[src/hw/bmg_regs.vh]
/*
 * Register offsets, field codes, limits and reset values for the
 * baseband marker generator.
 * Assumes it is included by bare name by every design file using it.
 */
`ifndef BMG_REGS_VH
`define BMG_REGS_VH

// Byte offsets inside one marker's 32-byte window
`define BMG_OFS_TYPE 5'h00
`define BMG_OFS_PERIOD 5'h04
`define BMG_OFS_LOW 5'h08
`define BMG_OFS_HIGH 5'h0C
`define BMG_OFS_SEQ_LO 5'h10
`define BMG_OFS_SEQ_HI 5'h14
`define BMG_OFS_SEQ_LEN 5'h18

// Global status word, above the four marker windows
`define BMG_ADDR_STATUS 8'h80

// Marker type codes
`define BMG_TYPE_FILE 2'h0
`define BMG_TYPE_SQUARE 2'h1
`define BMG_TYPE_SEQ 2'h2
`define BMG_TYPE_RATIO 2'h3
`define BMG_RST_TYPE 2'h1

// Square output period limits and reset
`define BMG_PERIOD_MIN 11'h002
`define BMG_PERIOD_MAX 11'h400
`define BMG_RST_PERIOD 11'h002

// On/off sample counts: 24-bit field, zero refused
`define BMG_CNT_MIN 24'h000001
`define BMG_RST_CNT 24'h000001

// Sequence length limits, reset length and value
`define BMG_LEN_MIN 7'h01
`define BMG_LEN_MAX 7'h40
`define BMG_RST_LEN 7'h02
`define BMG_RST_SEQ 64'h0000000000000002

// Sign flag position in the sequence length write
`define BMG_NEG_BIT 31

`endif

[src/hw/bmg_marker_chan.v]
/*
 * One marker channel: turns the settings of one marker into a
 * marker bit that advances once per baseband sample.
 * Assumes settings are already range checked and stable, and that
 * restart pulses for one cycle after any setting changes.
 */
`timescale 1ns/10ps
`include "bmg_regs.vh"

module bmg_marker_chan (
    input wire clk_sys,
    input wire rstnSync,
    input wire sampleStb,
    input wire restart,
    input wire [1:0] mode,
    input wire [10:0] period,
    input wire [23:0] lowCnt,
    input wire [23:0] highCnt,
    input wire [63:0] seq,
    input wire [6:0] seqLen,
    input wire fileBit,
    output wire markOut
);

////////////////////////////////////////////////////////////////////////
// Counters and derived limits
reg [23:0] cntQ; // Sample position within current phase
reg phaseQ; // High phase of on/off ratio
reg markQ; // Marker bit, registered
wire [23:0] perLast = {13'h0, period} - 24'h1;
wire [23:0] halfPer = {14'h0, period[10:1]};
wire [6:0] seqLast = seqLen - 7'h1;
// Index of the next bit, MSB of the used part first
wire [6:0] bitIdx = seqLast - cntQ[6:0];

////////////////////////////////////////////////////////////////////////
// Marker sequencing, one step per sample strobe
always @(posedge clk_sys or negedge rstnSync) begin
    if (!rstnSync) begin
        cntQ <= 24'h0;
        phaseQ <= 1'b1;
        markQ <= 1'b0;
    end else if (restart) begin
        // New settings start cleanly from the first sample
        cntQ <= 24'h0;
        phaseQ <= 1'b1;
    end else if (sampleStb) begin
        case (mode)
            `BMG_TYPE_SQUARE: begin
                // High for first half period, low for the rest
                markQ <= (cntQ < halfPer);
                cntQ <= (cntQ >= perLast) ? 24'h0 : cntQ + 24'h1;
            end
            `BMG_TYPE_RATIO: begin
                markQ <= phaseQ;
                if (phaseQ) begin
                    if (cntQ >= highCnt - 24'h1) begin
                        cntQ <= 24'h0;
                        phaseQ <= 1'b0;
                    end else begin
                        cntQ <= cntQ + 24'h1;
                    end
                end else begin
                    if (cntQ >= lowCnt - 24'h1) begin
                        cntQ <= 24'h0;
                        phaseQ <= 1'b1;
                    end else begin
                        cntQ <= cntQ + 24'h1;
                    end
                end
            end
            `BMG_TYPE_SEQ: begin
                markQ <= seq[bitIdx[5:0]];
                // Wrap to first bit after the last one
                if (cntQ[6:0] >= seqLast) begin
                    cntQ <= 24'h0;
                end else begin
                    cntQ <= cntQ + 24'h1;
                end
            end
            `BMG_TYPE_FILE: begin
                // Bit comes from the file playback path
                markQ <= fileBit;
                cntQ <= 24'h0;
            end
            default: begin
                markQ <= 1'b0;
            end
        endcase
    end
end

assign markOut = markQ;

endmodule // bmg_marker_chan

[src/hw/bmg_marker_gen.v]
/*
 * Baseband marker generator top: reset synchroniser, register port
 * with the settings of four markers, and four marker channels.
 * Assumes sampleStb and markerFileBit come from logic on clk_sys,
 * and that the register master keeps the plain strobe protocol.
 */
`timescale 1ns/10ps
`include "bmg_regs.vh"

module bmg_marker_gen #(
    parameter NUM_MARKERS = 4
) (
    input wire clk_sys,
    input wire rstn,
    input wire [7:0] regAddr,
    input wire [31:0] regWrData,
    input wire regWrEn,
    input wire regRdEn,
    output wire [31:0] regRdData,
    input wire sampleStb,
    input wire [3:0] markerFileBit,
    output wire [3:0] markerOut
);

////////////////////////////////////////////////////////////////////////
// Reset synchroniser
// Release is synchronous so no flop sees a late edge
reg rstnMetaQ; // First stage, read only by second
reg rstnSyncQ; // Reset copy used everywhere else

// Two flops on the release edge
always @(posedge clk_sys or negedge rstn) begin
    if (!rstn) begin
        rstnMetaQ <= 1'b0;
        rstnSyncQ <= 1'b0;
    end else begin
        rstnMetaQ <= 1'b1;
        rstnSyncQ <= rstnMetaQ;
    end
end

////////////////////////////////////////////////////////////////////////
// Shared decode of the incoming write
// Marker windows sit below the status word
wire inMarkers = ~regAddr[7]; // Address in a marker window
wire [4:0] ofs = regAddr[4:0]; // Offset inside window

// Sequence length field and sign flag of a commit
wire [6:0] lenIn = regWrData[6:0];
wire negIn = regWrData[`BMG_NEG_BIT];
wire lenOk = (lenIn >= `BMG_LEN_MIN) && (lenIn <= `BMG_LEN_MAX);

// Mask of the used bits, 64 is special to avoid overflow
wire [63:0] maskIn = (lenIn == `BMG_LEN_MAX) ?
    64'hFFFFFFFFFFFFFFFF : ((64'h1 << lenIn) - 64'h1);
// Top used bit, where a negative value sets a one
wire [63:0] msbIn = 64'h1 << (lenIn - 7'h1);

// Range checks on the other numeric settings
wire [10:0] perIn = regWrData[10:0];
wire perOk = (regWrData[31:11] == 21'h0) &&
    (perIn >= `BMG_PERIOD_MIN) && (perIn <= `BMG_PERIOD_MAX);
wire [23:0] cntIn = regWrData[23:0];
wire cntOk = (regWrData[31:24] == 8'h0) && (cntIn >= `BMG_CNT_MIN);

// Read words of every marker, flattened
wire [32*NUM_MARKERS-1:0] rdMk;

////////////////////////////////////////////////////////////////////////
// Per-marker settings and channel
genvar gi;
generate
    for (gi = 0; gi < NUM_MARKERS; gi = gi + 1) begin : gMk
        localparam [31:0] IDX = gi; // Window number, full width
        // Write targets this marker's window
        wire wrHit = regWrEn && inMarkers && (regAddr[6:5] == IDX[1:0]);

        reg [1:0] modeQ; // Marker type
        reg [10:0] periodQ; // Square period in samples
        reg [23:0] lowQ; // Low sample count
        reg [23:0] highQ; // High sample count
        reg [63:0] stageQ; // Value waiting for a length commit
        reg [63:0] seqQ; // Stored sequence, masked
        reg [6:0] lenQ; // Sequence length in use
        reg restartQ; // Realign channel after a write
        reg [31:0] rdSel; // Read word of this window

        // Setting registers
        // Out-of-range values are dropped, old value stays
        always @(posedge clk_sys or negedge rstnSyncQ) begin
            if (!rstnSyncQ) begin
                modeQ <= `BMG_RST_TYPE;
                periodQ <= `BMG_RST_PERIOD;
                lowQ <= `BMG_RST_CNT;
                highQ <= `BMG_RST_CNT;
                stageQ <= 64'h0;
                seqQ <= `BMG_RST_SEQ;
                lenQ <= `BMG_RST_LEN;
                restartQ <= 1'b0;
            end else begin
                restartQ <= wrHit;
                if (wrHit) begin
                    case (ofs)
                        `BMG_OFS_TYPE: begin
                            modeQ <= regWrData[1:0];
                        end
                        `BMG_OFS_PERIOD: begin
                            if (perOk) begin
                                periodQ <= perIn;
                            end
                        end
                        `BMG_OFS_LOW: begin
                            if (cntOk) begin
                                lowQ <= cntIn;
                            end
                        end
                        `BMG_OFS_HIGH: begin
                            if (cntOk) begin
                                highQ <= cntIn;
                            end
                        end
                        `BMG_OFS_SEQ_LO: begin
                            stageQ[31:0] <= regWrData;
                        end
                        `BMG_OFS_SEQ_HI: begin
                            stageQ[63:32] <= regWrData;
                        end
                        `BMG_OFS_SEQ_LEN: begin
                            // Commit: truncate or zero-fill,
                            // then force MSB for negatives
                            if (lenOk) begin
                                lenQ <= lenIn;
                                seqQ <= (stageQ & maskIn) |
                                    (negIn ? msbIn : 64'h0);
                            end
                        end
                        default: begin
                            // Unmapped offsets write nothing
                        end
                    endcase
                end
            end
        end

        // Read word selection
        // Value reads back as stored hex, length beside it
        always @* begin
            case (ofs)
                `BMG_OFS_TYPE: rdSel = {30'h0, modeQ};
                `BMG_OFS_PERIOD: rdSel = {21'h0, periodQ};
                `BMG_OFS_LOW: rdSel = {8'h0, lowQ};
                `BMG_OFS_HIGH: rdSel = {8'h0, highQ};
                `BMG_OFS_SEQ_LO: rdSel = seqQ[31:0];
                `BMG_OFS_SEQ_HI: rdSel = seqQ[63:32];
                `BMG_OFS_SEQ_LEN: rdSel = {25'h0, lenQ};
                default: rdSel = 32'h0;
            endcase
        end
        assign rdMk[32*gi +: 32] = rdSel;

        // Marker channel
        bmg_marker_chan uChan (
            .clk_sys(clk_sys),
            .rstnSync(rstnSyncQ),
            .sampleStb(sampleStb),
            .restart(restartQ),
            .mode(modeQ),
            .period(periodQ),
            .lowCnt(lowQ),
            .highCnt(highQ),
            .seq(seqQ),
            .seqLen(lenQ),
            .fileBit(markerFileBit[gi]),
            .markOut(markerOut[gi])
        );
    end
endgenerate

////////////////////////////////////////////////////////////////////////
// Read data register
// Data stand only in the cycle after the read strobe, zero otherwise,
// so a stale word can never be taken for a fresh one
reg [31:0] rdDataQ; // Registered read word
reg [31:0] rdData_d; // Next read word

// Address decode of the read
always @* begin
    rdData_d = 32'h0;
    if (regRdEn) begin
        if (regAddr == `BMG_ADDR_STATUS) begin
            // Live marker levels
            rdData_d = {28'h0, markerOut};
        end else if (inMarkers) begin
            rdData_d = rdMk[{regAddr[6:5], 5'h00} +: 32];
        end else begin
            // Unmapped reads return zero
            rdData_d = 32'h0;
        end
    end
end

// Read word flop
always @(posedge clk_sys or negedge rstnSyncQ) begin
    if (!rstnSyncQ) begin
        rdDataQ <= 32'h0;
    end else begin
        rdDataQ <= rdData_d;
    end
end

assign regRdData = rdDataQ;

endmodule // bmg_marker_gen

[config.mk]
export PLATFORM = sky130hd
export DESIGN_NAME = bmg_marker_gen
export DESIGN_NICKNAME = d
export VERILOG_FILES = /design/src/hw/bmg_marker_chan.v /design/src/hw/bmg_marker_gen.v
export VERILOG_INCLUDE_DIRS = /design/src /design/src/hw
export SDC_FILE = /design/constraint.sdc
export NUM_CORES = 2
export LEC_CHECK = 0
export BUFFER_PORTS_ARGS = -buffer_cell sky130_fd_sc_hd__buf_2
export CORE_ASPECT_RATIO = 1.2
export CORE_MARGIN = 10
export CORE_UTILIZATION = 45
export DETAILED_ROUTE_END_ITERATION = 8
export MAX_ROUTING_LAYER = met4
export SLEW_MARGIN = 30
export SYNTH_ARGS = -nofsm -noshare
export SYNTH_HDL_FRONTEND = slang
export SYNTH_SLANG_ARGS = --single-unit
[constraint.sdc]
create_clock -name clk_sys -period 27 [get_ports clk_sys]
set_clock_uncertainty 0.05 [all_clocks]
set_input_delay 1.35 -clock clk_sys [delete_from_list [all_inputs] [get_ports clk_sys]]
set_output_delay 1.35 -clock clk_sys [all_outputs]
set_load 0.02 [all_outputs]
==> results.md <==
- The max-capacitance violation count is 0.
- The number of buffers inserted during clock tree synthesis is 101.
- The later-pin clock latency in the skew report is 0.75 ns.
- The library cell used as clock root buffer is sky130_fd_sc_hd__clkbuf_16.
- The checks that failed: DRC.
- For this run, the slowest stage of the critical path takes 0.77 ns.
- The placed instance area is 60500 um^2.
- The path depth of the worst reg2reg path is 15.
- 85 I/O pins were placed.
- The portion of the post-synthesis area used by sequential elements is 39.8%.
- The maximum clock rate is 0.181 GHz.
- The die area is 145000 um^2.
- The kind of path behind the tightest hold check is reg -> reg.
- The routing layer with the top usage in global route is met2.
- The wire-length estimate of the detail-placed layout is 179000 um.
- For this design, the sink count on the clock tree is 926.
- The worst path in the final design needs a cycle of 5.53 ns, including I/O delays and setup.
- The cell repeated most along the worst path is sky130_fd_sc_hd__ha_1.
- The average instance in the mapped netlist occupies 9.68 um^2.
- The sum of negative setup slack is 0 ns.
- The synthesized net count is 6481.
- The number of setup violations in the final report is 0.
- The most repeated cell in the gate-level netlist after synthesis is sky130_fd_sc_hd__dfrtp_1.
- The die is 415 um tall.
- The minimum setup slack after placement is 20.83 ns.
- Summing internal, switching and leakage power gives 3.30 mW.
- The worst vdd rail ir drop is 0.0000521 V.
- STA classifies the critical path startpoint as a primary input.
- For met3 alone, demand over resource in global routing was 5.81%.
- The via density per instance is 6.51.
- The arrival time of data at the critical path endpoint is 6.14 ns.
- The post-detailed-route count of antenna-violating nets is 0.
- The number of max-slew violations in the final report is 0.
- The number of antenna violations at the first check in global routing is 18.
- The power density over the cells is 51.6 nW/um^2.
- Traced cell by cell, the critical path runs through buf_2 -> or2_1 -> inv_2 -> ha_1 -> nand2_1 -> ha_1 -> o21ai_2 -> a2111o_1 -> buf_4 -> nor3_2 -> a21oi_1 -> o31ai_1 -> o21ai_0 -> o21ai_1.
- The post-route worst hold slack is 0.303 ns.
- The starting density of the core is 45.4%.
- The required time of the critical path is 27.61 ns.
- The detailed router's first-iteration violation count is 6170.
- Sorting the synthesized cells by how often they occur yields 898 x sky130_fd_sc_hd__dfrtp_1, 751 x sky130_fd_sc_hd__nand2_1, 446 x sky130_fd_sc_hd__mux2_2, 395 x sky130_fd_sc_hd__ha_1, 389 x sky130_fd_sc_hd__a21oi_1.
- The H-tree level count is 3.
- Dividing the final minimum period by the clock period gives 20.5%.
- The synthesized area is 58400 um^2.
- The transition time of the tightest slew-check pin is 1.20 ns.
- The async set-reset flop share out of synthesis is 100%.
- The aggregate routed wire length is 245000 um.
- After detailed routing, the number of remaining DRC violations is 37.
- The area growth from synthesis to layout is 9.60%.
- Setup repair after global routing left no endpoint under its margin.
- The final standard cell area without fillers is 64000 um^2.
- For this block, the via count after detailed routing is 50600.
- The total number of placement rows is 144.
- The via count of the first global-routing pass is 48200.
- After clock tree synthesis, the clock-pin slew on the worst setup and hold paths is 0.06 ns.
- The run finished, with violations left.
- The met2 global-route usage is 50.1%.
- The die is 349 um wide.
- The slowest cell on the critical path is sky130_fd_sc_hd__or2_1.
- The region available for standard cell placement spans 129000 um^2.
- The first global-routing pass estimated 350000 um of wire.
- The routing usage on met1 is 42.3%.
- The static leakage power is 30.1 nW.
- The element type at the critical path end is a flip-flop.
- The number of hold buffers added after CTS was 0.
- The placer congestion estimate is 1.02.
- The worst hold path passes through 0 cells.
- After clock tree synthesis, the setup repair step added 0 buffers.
- The worst-path maximum fanout is 19.
- Global routing consumed, over all layers together, 33.9% of the routing resources.
- The smallest setup slack after layout is 21.47 ns.
- The number of enable-type register cells in the synthesized netlist is 0.
- Gates resized during post-CTS repair numbered 0.
- The remaining global-route overflow is 0.
- The worst pin sits at a relative slew slack of 18.0%.
- TritonCTS built the clock tree.
- By startpoint and endpoint, the worst setup path is classified as in -> reg.
- No sink is reached through more buffers than the 3 on the longest clock path.
- The average wire per cell in the routed design is 31.5 um.
- The count of endpoints failing hold in the final timing report came to 0.
- After synthesis, the cell types taking the most area are sky130_fd_sc_hd__dfrtp_1 38%, sky130_fd_sc_hd__mux2_2 8.6%, sky130_fd_sc_hd__ha_1 8.5%.
- The pre-antenna-repair detailed-routing pass consisted of 9 iterations.
- The top-area cell type share of the netlist area is 38.5%.
- After synthesis, the netlist uses 103 different library cells.
- The post-synthesis register bit count is 926.
- The final layout contains 6440 nets.
- The cell taking the most area after synthesis is sky130_fd_sc_hd__dfrtp_1.
- The post-route netlist has 16.7% of its cells at a drive strength greater than 1.
- The total of warnings raised by yosys is 0.
- Port buffering added 84 buffers.
- Counting every instance in the synthesized netlist gives 6033.
- The most used flip-flop cell after synthesis is sky130_fd_sc_hd__dfrtp_1.
- The maximum number of pins on one net before global-route repair is 128.
[report_power, final]
| group | internal [mW] | leakage (nW) | switching [mW] | total (mW) |
|---|---|---|---|---|
| clock network | 0.815 | 1.66 | 0.633 | 1.45 |
| registers | 1.42 | 12.7 | 0.0323 | 1.45 |
| logic | 0.123 | 15.7 | 0.280 | 0.404 |
| total | 2.35 | 30.1 | 0.946 | 3.30 |
[registers in the layout, summed over array words and instances, names as in the netlist]
name               cells
gMk.seqQ             256
gMk.stageQ           256
gMk.highQ             96
gMk.lowQ              96
gMk.uChan.cntQ        96
gMk.periodQ           44
regRdData             32
gMk.lenQ              28
gMk.modeQ              8
gMk.restartQ           4
gMk.uChan.markOut      4
gMk.uChan.phaseQ       4
rstnMetaQ              1
rstnSyncQ              1
[cell usage in the layout, fill, tap and decap left out, types with 71 or more instances in the layout]
master	synthesis	layout
sky130_fd_sc_hd__clkbuf_16	0	102
sky130_fd_sc_hd__o21ai_1	78	82
sky130_fd_sc_hd__xor2_1	73	73
sky130_fd_sc_hd__buf_2	71	82
sky130_fd_sc_hd__nand4_1	71	71
sky130_fd_sc_hd__a31oi_1	79	79
sky130_fd_sc_hd__xnor2_1	185	184
sky130_fd_sc_hd__mux2i_1	83	83
sky130_fd_sc_hd__buf_4	9	106
sky130_fd_sc_hd__inv_1	151	150
sky130_fd_sc_hd__nand3_1	156	156
sky130_fd_sc_hd__mux2_2	446	446
sky130_fd_sc_hd__nand2_1	751	747
sky130_fd_sc_hd__nor3_1	128	126
sky130_fd_sc_hd__dfrtp_1	898	897
sky130_fd_sc_hd__ha_1	395	394
sky130_fd_sc_hd__a222oi_1	76	76
sky130_fd_sc_hd__o21ai_0	381	377
sky130_fd_sc_hd__nor2_1	369	360
sky130_fd_sc_hd__a21oi_1	389	389
[area by class of cell]
cell class,instances,area [um^2]
fill,12100,64700
multi-input combinational,4609,33300
sequential,926,23200
clock buffer,143,2880
tap,1679,2100
timing repair buffer,198,1340
inverter,156,586
clock inverter,46,513
antenna,11,27.5
[worst max-delay path, delay by kind of cell]
family / cells / cell delay, ns
buf+inv: 3 / 0.81
simple gates: 3 / 1.36
fa+ha+maj: 2 / 0.66
compound gates: 6 / 1.93
[metrics by stage]
| stage | util, % | cells |
|---|---|---|
| after global routing | 49.7 | 7764 |
| after detailed placement | 47.0 | 7566 |
| final | 49.7 | 7768 |
| after CTS | 49.6 | 7755 |
| after global placement | 47.0 | 7565 |
| after floorplan | - | 6033 |
[worst paths after layout]
kind,start,end,slack (ns)
max in group asynchronous,rstnSyncQ$_DFF_PN0_,gMk[2].lenQ[0]$_DFFE_PN0P_,22.84
setup reg to reg,gMk[3].highQ[3]$_DFFE_PN0P_,gMk[3].uChan.cntQ[6]$_DFFE_PN0P_,21.54
min in group asynchronous,rstnSyncQ$_DFF_PN0_,gMk[1].uChan.cntQ[23]$_DFFE_PN0P_,0.32
hold / removal,rstnMetaQ$_DFF_PN0_,rstnSyncQ$_DFF_PN0_,0.30
hold reg to reg,rstnMetaQ$_DFF_PN0_,rstnSyncQ$_DFF_PN0_,0.30
setup / recovery,regWrData[0],gMk[1].seqQ[60]$_DFFE_PN0P_,21.47
[layer usage]
| metal | up-vias | part of all wire (%) |
|---|---|---|
| li1 | 22200 | - |
| met1 | 25400 | 40 |
| met2 | 2406 | 44 |
| met3 | 650 | 7.9 |
| met4 | 0 | 8.4 |
| met5 | - | 0 |
[logic make-up (layout without fill, tap and decap cells)]
logic type / count (synthesis) / count (layout) / synth area share [%]
mux: 613 / 613 / 13.1
fa+ha+maj: 399 / 399 / 8.60
simple gates: 1886 / 1886 / 15.4
xor+xnor: 258 / 258 / 3.87
buf+inv: 498 / 543 / 3.50
flops: 926 / 926 / 39.8
other cells: 1 / 12 / 0.00642
compound gates: 1452 / 1452 / 15.8
No activity file was read; power rests on OpenSTA's default activity.
